**src/rtl/tcs_map.vh**
```
// Purpose: Constants for the per-channel transmit clock select block
// Assumes: Four channels; channel n decodes at byte address n * 0x1000
// Notes: Tags below mark the logic that keeps rules RL1 to RL9
// Function
// RL1 - Bit 7 rising inserts one line violation
// RL2 - Bit 6: 0 selects E1, 1 selects T1
// RL3 - Bit 5 aligns framers to 8 kHz reference
// RL4 - Channel 0 bit 5 governs all four channels
// RL5 - Alignment works only under PLL timing source
// RL6 - Lost line clock falls back to PLL clock
// RL7 - Bit 4 enables protection, resets to one
// RL8 - Clock loss status sets only when protected
// RL9 - Source field: 00/11 line, 01 ext, 10 PLL
// RL10 - Software writes zero to reserved bits
`ifndef TCS_MAP_VH
`define TCS_MAP_VH

// Channel count and address slicing
`define TCS_NCH 4
`define TCS_CH_W 8
`define TCS_CH_LSB 12
`define TCS_CH_MSB 13
`define TCS_OFF_MSB 11
`define TCS_HI_LSB 14

// Register offsets inside one channel window
`define TCS_CSR_OFF 12'h100
`define TCS_BLOCK_INTERRUPT_STATUS_OFF 12'hb00
`define TCS_MASK_OFF 12'hc00
`define TCS_STATE_OFF 12'hc04

// Clock select register fields and reset value
`define TCS_CSR_RST 8'h11
`define TCS_LCV_BIT 7
`define TCS_T1_BIT 6
`define TCS_SYNC_BIT 5
`define TCS_PROT_BIT 4
`define TCS_SRC_LSB 0

// Status and mask field for clock loss
`define TCS_LOSS_BIT 5

// Transmit timing source codes
`define TCS_SRC_LINE 2'h0
`define TCS_SRC_EXT 2'h1
`define TCS_SRC_PLL 2'h2
`define TCS_SRC_LINE2 2'h3

// AHB transfer type bit that marks an active transfer
`define TCS_HTRANS_ACT 1

`endif

```
**src/rtl/tcs_chan.v**
```verilog
// Purpose: One channel of transmit timing source selection
// Assumes: Clock loss flag arrives synchronous to i_clk
// Notes: All outputs are registered
`timescale 1ns/1ns
`include "tcs_map.vh"

module tcs_chan (
   input wire i_clk,
   input wire i_sys_rst,
   input wire [1:0] i_src_sel,
   input wire i_protect,
   input wire i_sync_all,
   input wire i_clk_lost,
   output reg [1:0] o_src,
   output reg o_align,
   output reg o_fallback,
   output reg o_serclk_oe,
   output reg o_loss_evt
);
   localparam [3:0] ST_LINE = 4'h1;
   localparam [3:0] ST_EXT = 4'h2;
   localparam [3:0] ST_PLL = 4'h4;
   localparam [3:0] ST_HOLD = 4'h8;

   reg [3:0] state_r;
   reg [3:0] state_nxt;
   reg lost_q_r;
   wire loop_sel;

   assign loop_sel = (i_src_sel == `TCS_SRC_LINE) || (i_src_sel == `TCS_SRC_LINE2); // RL9

   // Source state follows the field; hold is the protected fallback
   always @* begin
      state_nxt = ST_EXT;
      case (state_r)
         ST_LINE, ST_EXT, ST_PLL, ST_HOLD: begin
            if (loop_sel && i_protect && i_clk_lost)
               state_nxt = ST_HOLD; // RL6
            else if (loop_sel)
               state_nxt = ST_LINE; // RL9
            else if (i_src_sel == `TCS_SRC_PLL)
               state_nxt = ST_PLL;
            else
               state_nxt = ST_EXT;
         end
         default: state_nxt = ST_EXT;
      endcase
   end

   // Registered outputs; all but the loss event derive from the next state
   always @(posedge i_clk) begin
      if (i_sys_rst) begin
         state_r <= ST_EXT;
         lost_q_r <= 1'b0;
         o_src <= `TCS_SRC_EXT;
         o_align <= 1'b0;
         o_fallback <= 1'b0;
         o_serclk_oe <= 1'b0;
         o_loss_evt <= 1'b0;
      end else begin
         state_r <= state_nxt;
         lost_q_r <= i_clk_lost;
         o_src <= state_nxt[0] ? `TCS_SRC_LINE : (state_nxt[1] ? `TCS_SRC_EXT : `TCS_SRC_PLL); // RL6
         o_align <= i_sync_all & (state_nxt[2] | state_nxt[3]); // RL5
         o_fallback <= state_nxt[3];
         o_serclk_oe <= ~state_nxt[1]; // Serial clock pin drives out unless external
         o_loss_evt <= i_protect & i_clk_lost & ~lost_q_r; // RL8
      end
   end
endmodule // tcs_chan

```
**src/rtl/tcs_top.v**
```verilog
// Purpose: Four-channel transmit clock select registers on AHB-Lite
// Assumes: Single word transfers; inputs synchronous to i_clk
// Notes: Zero wait state slave; reads see same-cycle writes
`timescale 1ns/1ns
`include "tcs_map.vh"

module tcs_top (
   input wire i_clk,
   input wire i_sys_rst,
   input wire i_hsel,
   input wire [31:0] i_haddr,
   input wire [1:0] i_htrans,
   input wire i_hwrite,
   input wire [2:0] i_hsize,
   input wire [31:0] i_hwdata,
   input wire i_hready,
   output reg [31:0] o_hrdata,
   output reg o_hreadyout,
   output reg o_hresp,
   input wire [3:0] i_rec_clk_lost,
   output wire [7:0] o_tx_src,
   output reg [3:0] o_t1_mode,
   output wire [3:0] o_frame_align,
   output reg [3:0] o_lcv_inject,
   output wire [3:0] o_serclk_oe,
   output wire [3:0] o_clk_fallback,
   output reg o_irq
);
   // Register storage, flattened per channel
   reg [31:0] csr_r;
   reg [31:0] csr_nxt;
   reg [3:0] stat_r;
   reg [3:0] stat_nxt;
   reg [3:0] mask_r;
   reg [3:0] mask_nxt;
   reg [3:0] lcv_nxt;

   // Data phase bookkeeping
   reg wr_r;
   reg [1:0] wr_ch_r;
   reg [11:0] wr_off_r;

   // Address phase decode
   wire acc;
   wire hi_zero;
   wire [1:0] a_ch;
   wire [11:0] a_off;
   reg [31:0] rd_nxt;

   // Per-channel results from the timing source logic
   wire [3:0] loss_evt;
   wire sync_all;

   assign acc = i_hsel & i_htrans[`TCS_HTRANS_ACT] & i_hready;
   assign hi_zero = ~|i_haddr[31:`TCS_HI_LSB];
   assign a_ch = i_haddr[`TCS_CH_MSB:`TCS_CH_LSB];
   assign a_off = i_haddr[`TCS_OFF_MSB:0];

   // Only channel 0 holds the alignment switch for the whole device
   assign sync_all = csr_r[`TCS_SYNC_BIT]; // RL4

   // Capture the address phase; hsize is ignored since only words are used
   always @(posedge i_clk) begin
      if (i_sys_rst) begin
         wr_r <= 1'b0;
         wr_ch_r <= 2'h0;
         wr_off_r <= 12'h000;
      end else begin
         wr_r <= acc & i_hwrite & hi_zero;
         wr_ch_r <= a_ch;
         wr_off_r <= a_off;
      end
   end

   // Next register values: writes land in the data phase
   always @* begin
      csr_nxt = csr_r;
      mask_nxt = mask_r;
      lcv_nxt = 4'h0;
      stat_nxt = stat_r | loss_evt; // RL8
      if (wr_r) begin
         case (wr_off_r)
            `TCS_CSR_OFF: begin
               csr_nxt[{wr_ch_r, 3'b000} +: 8] = i_hwdata[7:0]; // RL2
               lcv_nxt[wr_ch_r] = i_hwdata[`TCS_LCV_BIT] &
                  ~csr_r[{wr_ch_r, 3'b000} + `TCS_LCV_BIT]; // RL1
            end
            `TCS_BLOCK_INTERRUPT_STATUS_OFF: begin
               // A loss arriving with the clear still sets the flag
               stat_nxt[wr_ch_r] = (stat_r[wr_ch_r] & ~i_hwdata[`TCS_LOSS_BIT]) | loss_evt[wr_ch_r];
            end
            `TCS_MASK_OFF: begin
               mask_nxt[wr_ch_r] = i_hwdata[`TCS_LOSS_BIT];
            end
            default: begin
               csr_nxt = csr_r;
            end
         endcase
      end
   end

   // Register state, reset to documented defaults
   always @(posedge i_clk) begin
      if (i_sys_rst) begin
         csr_r <= {`TCS_NCH{`TCS_CSR_RST}}; // RL7
         stat_r <= 4'h0;
         mask_r <= 4'h0;
         o_lcv_inject <= 4'h0;
      end else begin
         csr_r <= csr_nxt;
         stat_r <= stat_nxt;
         mask_r <= mask_nxt;
         o_lcv_inject <= lcv_nxt; // RL1
      end
   end

   // Read mux looks at next values so a write is visible at once
   always @* begin
      rd_nxt = 32'h0000_0000;
      if (hi_zero) begin
         case (a_off)
            `TCS_CSR_OFF: rd_nxt[7:0] = csr_nxt[{a_ch, 3'b000} +: 8];
            `TCS_BLOCK_INTERRUPT_STATUS_OFF: rd_nxt[`TCS_LOSS_BIT] = stat_nxt[a_ch];
            `TCS_MASK_OFF: rd_nxt[`TCS_LOSS_BIT] = mask_nxt[a_ch];
            `TCS_STATE_OFF: rd_nxt[3:0] = {o_clk_fallback[a_ch], o_frame_align[a_ch],
               o_tx_src[{a_ch, 1'b1}], o_tx_src[{a_ch, 1'b0}]};
            default: rd_nxt = 32'h0000_0000;
         endcase
      end
   end

   // Bus answer: never waits, always OKAY, unmapped reads zero
   always @(posedge i_clk) begin
      if (i_sys_rst) begin
         o_hrdata <= 32'h0000_0000;
         o_hreadyout <= 1'b1;
         o_hresp <= 1'b0;
      end else begin
         o_hrdata <= (acc & ~i_hwrite) ? rd_nxt : 32'h0000_0000;
         o_hreadyout <= 1'b1;
         o_hresp <= 1'b0;
      end
   end

   // Mode and interrupt outputs, each from a flop
   always @(posedge i_clk) begin
      if (i_sys_rst) begin
         o_t1_mode <= 4'h0;
         o_irq <= 1'b0;
      end else begin
         o_t1_mode <= {csr_nxt[3 * `TCS_CH_W + `TCS_T1_BIT], csr_nxt[2 * `TCS_CH_W + `TCS_T1_BIT],
            csr_nxt[`TCS_CH_W + `TCS_T1_BIT], csr_nxt[`TCS_T1_BIT]}; // RL2
         o_irq <= |(stat_nxt & mask_nxt);
      end
   end

   // One timing source selector per channel
   genvar g;
   generate
      for (g = 0; g < `TCS_NCH; g = g + 1) begin : g_ch
         tcs_chan u_chan (
            .i_clk(i_clk),
            .i_sys_rst(i_sys_rst),
            .i_src_sel(csr_r[g*`TCS_CH_W + `TCS_SRC_LSB +: 2]), // RL9
            .i_protect(csr_r[g*`TCS_CH_W + `TCS_PROT_BIT]), // RL7
            .i_sync_all(sync_all), // RL3
            .i_clk_lost(i_rec_clk_lost[g]),
            .o_src(o_tx_src[g*2 +: 2]),
            .o_align(o_frame_align[g]),
            .o_fallback(o_clk_fallback[g]),
            .o_serclk_oe(o_serclk_oe[g]),
            .o_loss_evt(loss_evt[g])
         );
      end
   endgenerate
endmodule // tcs_top

```
**config.mk**
```make
export PLATFORM = sky130hd
export DESIGN_NAME = tcs_top
export DESIGN_NICKNAME = d
export VERILOG_FILES = /design/src/rtl/tcs_chan.v /design/src/rtl/tcs_top.v
export VERILOG_INCLUDE_DIRS = /design/src /design/src/rtl
export SDC_FILE = /design/constraint.sdc
export NUM_CORES = 1
export LEC_CHECK = 0
export BUFFER_PORTS_ARGS = -buffer_cell sky130_fd_sc_hd__buf_2
export CORE_MARGIN = 2
export CORE_UTILIZATION = 45
export CTS_CLUSTER_DIAMETER = 80
export DETAILED_ROUTE_END_ITERATION = 7
export GPL_TIMING_DRIVEN = 0
export PLACE_DENSITY = 0.66
export SLEW_MARGIN = 20
export SYNTH_ARGS = -nofsm -noshare
export SYNTH_HDL_FRONTEND = slang
export SYNTH_SLANG_ARGS = --single-unit
```
**constraint.sdc**
```tcl
create_clock -name i_clk -period 4.35 [get_ports i_clk]
set_clock_uncertainty 0.15 [all_clocks]
set_input_delay 1.305 -clock i_clk [delete_from_list [all_inputs] [get_ports i_clk]]
set_output_delay 1.305 -clock i_clk [all_outputs]
set_load 0.01 [all_outputs]
```
==> reports/qor.json <==
{
  "fillerInstances": 1024,
  "cts_tree": "built",
  "finalSetupTns_ns": 0,
  "buffer_ports.inserted": 84,
  "worstPathRequired_ns": 4.47,
  "global_route.overflow_total": 0,
  "wl_um": 13600,
  "status": "finished, final reports clean",
  "final_min_period_over_clock_period": 0.806,
  "post-route-drc-count": 0,
  "drv_cap": 0,
  "grt_setup_unrepaired": "no",
  "via_count": 4389,
  "drtPass1Iterations": 5,
  "chipWidth_um": 111,
  "netlist_instances": 551,
  "synthesis.yosys.warnings": 0,
  "number_of_register_bits_inferred_by_synthesis": 108,
  "finish.cell_count_without_fillers": 816,
  "timing.final.setup_violations": 0,
  "min-delay-path-class": "flop to flop",
  "clk_latency_ns": 0.36,
  "first_iter_violations": 346,
  "globalRouteTotalUtil": 0.226,
  "diodes": 0,
  "clockRootBuffer": "sky130_fd_sc_hd__clkbuf_16",
  "synthesis.area_sq_um": 5120,
  "gpl_wtd_cong": 0.883,
  "slew_limit_fails": 0,
  "p_per_area_nw_per_um2": 319,
  "synth_ff_type": "sky130_fd_sc_hd__dfxtp_1",
  "mostFrequentLayoutCells": "sky130_fd_sc_hd__dfxtp_1, sky130_fd_sc_hd__buf_2, sky130_fd_sc_hd__nor2_1, sky130_fd_sc_hd__buf_4, sky130_fd_sc_hd__nand2_1",
  "die_h_um": 111,
  "period_needed_ns": 3.51,
  "areaGrowthSynthToFinish_pct": 19.0,
  "grt_max_degree": 19,
  "routed_via_density": 5.38,
  "path_clk_slew_ns": 0.08,
  "ioPinCount": 141,
  "synthArstFlopShare": 0,
  "data_arrival_time_of_the_critical_path_ns": 3.62,
  "max_clock_buf_depth": 2,
  "place_hpwl_um": 10200,
  "maxSlewHeadroom": 0.295,
  "cts-buffers-inserted": 9,
  "total_placed_cells_including_tap_cells": 800,
  "drtAntennaViolNets": 0,
  "std_cell_rows": 38,
  "cts_hold_repair.buffers": 0,
  "timing.critical_path.to_type": "flop",
  "startpoint_type": "input port",
  "critical_path_peak_fanout": 8,
  "worst_slew_pin_tran_ns": 1.05,
  "die_area_sq_um": 12300,
  "cts.repair.resized": 0,
  "timing.fmax_mhz": 285,
  "total_leakage_power_nw": 2.71,
  "max-vdd-ir-drop_uv": 247,
  "floorplan.core_area_sq_um": 11000,
  "design.final.nets": 765,
  "seq_area_frac_synth": 0.422,
  "grt_pass1_vias": 4308,
  "start_util": 0.467,
  "synth_enable_flop_cells": 0,
  "post_route_cells_drive_above_1_share": 0.257,
  "post-cts-setup-buffers": 0,
  "wire_length_of_the_first_global_routing_pass_um": 21900,
  "cts.htree.levels": 3,
  "final_common_cell": "sky130_fd_sc_hd__dfxtp_1",
  "post_synth.cell_area_avg_sq_um": 9.30,
  "numClockSinks": 108,
  "synth.distinct_cells": 56,
  "finalHoldViolCount": 0,
  "wl_per_cell_um": 16.7,
  "antenna_found_initial": 0,
  "critical_path_class": "input port to flop"
}
## synth_stat cells (5+ instances only)
master                       n  area share
sky130_fd_sc_hd__nor3_1     19       0.019
sky130_fd_sc_hd__nor3b_1     6      0.0088
sky130_fd_sc_hd__mux2i_1    17       0.033
sky130_fd_sc_hd__nor4_1      9       0.011
sky130_fd_sc_hd__nand4_1     9       0.011
sky130_fd_sc_hd__and3_1     12       0.015
sky130_fd_sc_hd__and2_1     21       0.026
sky130_fd_sc_hd__o22ai_1     6      0.0073
sky130_fd_sc_hd__nor2_1     57       0.042
sky130_fd_sc_hd__inv_1      21       0.015
sky130_fd_sc_hd__or3b_2      5      0.0085
sky130_fd_sc_hd__a21oi_1    17       0.017
sky130_fd_sc_hd__nor2b_1    16       0.020
sky130_fd_sc_hd__nor4b_1     8       0.014
sky130_fd_sc_hd__a221o_1     5      0.0098
sky130_fd_sc_hd__nand3_1     7      0.0068
sky130_fd_sc_hd__mux2_2      6       0.013
sky130_fd_sc_hd__clkbuf_1   15       0.011
sky130_fd_sc_hd__nand2_1    37       0.027
sky130_fd_sc_hd__mux4_2      8       0.035
sky130_fd_sc_hd__ha_1       16       0.039
sky130_fd_sc_hd__o21ai_0    10      0.0098
sky130_fd_sc_hd__a22oi_1     8       0.012
sky130_fd_sc_hd__dfxtp_1   108        0.42
sky130_fd_sc_hd__buf_4      42       0.062
## per-layer routing
layer  vias to the layer above  GRT usage  share of wire
met4                         0     0.0817          0.029
li1                       2120          -              -
met1                      2057      0.280           0.43
met2                       183      0.379           0.47
met3                        29     0.0601          0.070
met5                         -          0              0
## power breakdown
group	internal [mW]	switching [mW]	total, mW
combinational	0.0688	0.0973	0.166
sequential	1.00	0.0112	1.01
clock	0.394	0.375	0.768
## worst max-delay path, stage by stage
cell                       delay (ns)
sky130_fd_sc_hd__clkbuf_1        0.28
sky130_fd_sc_hd__nor4b_1         0.34
sky130_fd_sc_hd__nand4_1         0.16
sky130_fd_sc_hd__or3_1           0.40
sky130_fd_sc_hd__clkbuf_1        0.17
sky130_fd_sc_hd__or4_1           0.48
sky130_fd_sc_hd__clkbuf_1        0.23
sky130_fd_sc_hd__o22ai_1         0.24
## final cells by class
class,count,area (sq um),area share
Tap cell,140,175,0.0287
Inverter,23,86.3,0.0142
Sequential cell,108,2160,0.355
Buffer,63,399,0.0655
Clock inverter,6,46.3,0.00759
Clock buffer,10,229,0.0376
Multi-Input combinational cell,381,2570,0.422
Timing Repair Buffer,85,425,0.0698
## logic make-up after synthesis
group / Yosys count / synth area share
simple gates: 231 / 0.255
compound gates: 72 / 0.0940
other cells: 2 / 0.00147
mux: 32 / 0.0867
fa+ha+maj: 16 / 0.0391
flops: 108 / 0.422
xor+xnor: 4 / 0.00684
buf+inv: 86 / 0.0948
## stage by stage
step / cell area [sq um] / power (mW) / setup slack [ns] / hold slack, ns / utilization
finish: 6100 / 1.95 / 0.844 / 0.241 / 0.555
floorplan: 5210 / 1.14 / 1.07 / 0.223 / -
detailed placement: 5820 / 1.20 / 0.480 / 0.230 / 0.530
global placement: 5810 / 1.19 / 0.477 / 0.230 / 0.529
global route: 6100 / 2.02 / 0.716 / 0.256 / 0.555
CTS: 6100 / 1.95 / 0.842 / 0.240 / 0.555
## path summary, 6_finish.rpt
check	from	to	slack, ns	cells after the start
min reg2reg	g_ch[1].u_chan.lost_q_r	g_ch[1].u_chan.o_loss_evt	0.24	1
min	g_ch[1].u_chan.lost_q_r	g_ch[1].u_chan.o_loss_evt	0.24	1
max reg2reg	wr_ch_r[0]	o_hrdata[1]	1.03	9
max	i_sys_rst	o_hrdata[0]	0.84	8
## sequential cells by signal, indices dropped and copies added (netlist names), 8 cells and up
| name | flops |
|---|---|
| o_hrdata | 8 |
| wr_off_r | 12 |
| g_ch.u_chan.o_src | 8 |
| g_ch.u_chan.state_r | 15 |
| csr_r | 32 |
Note: power is estimated with default switching activity, not from simulation.
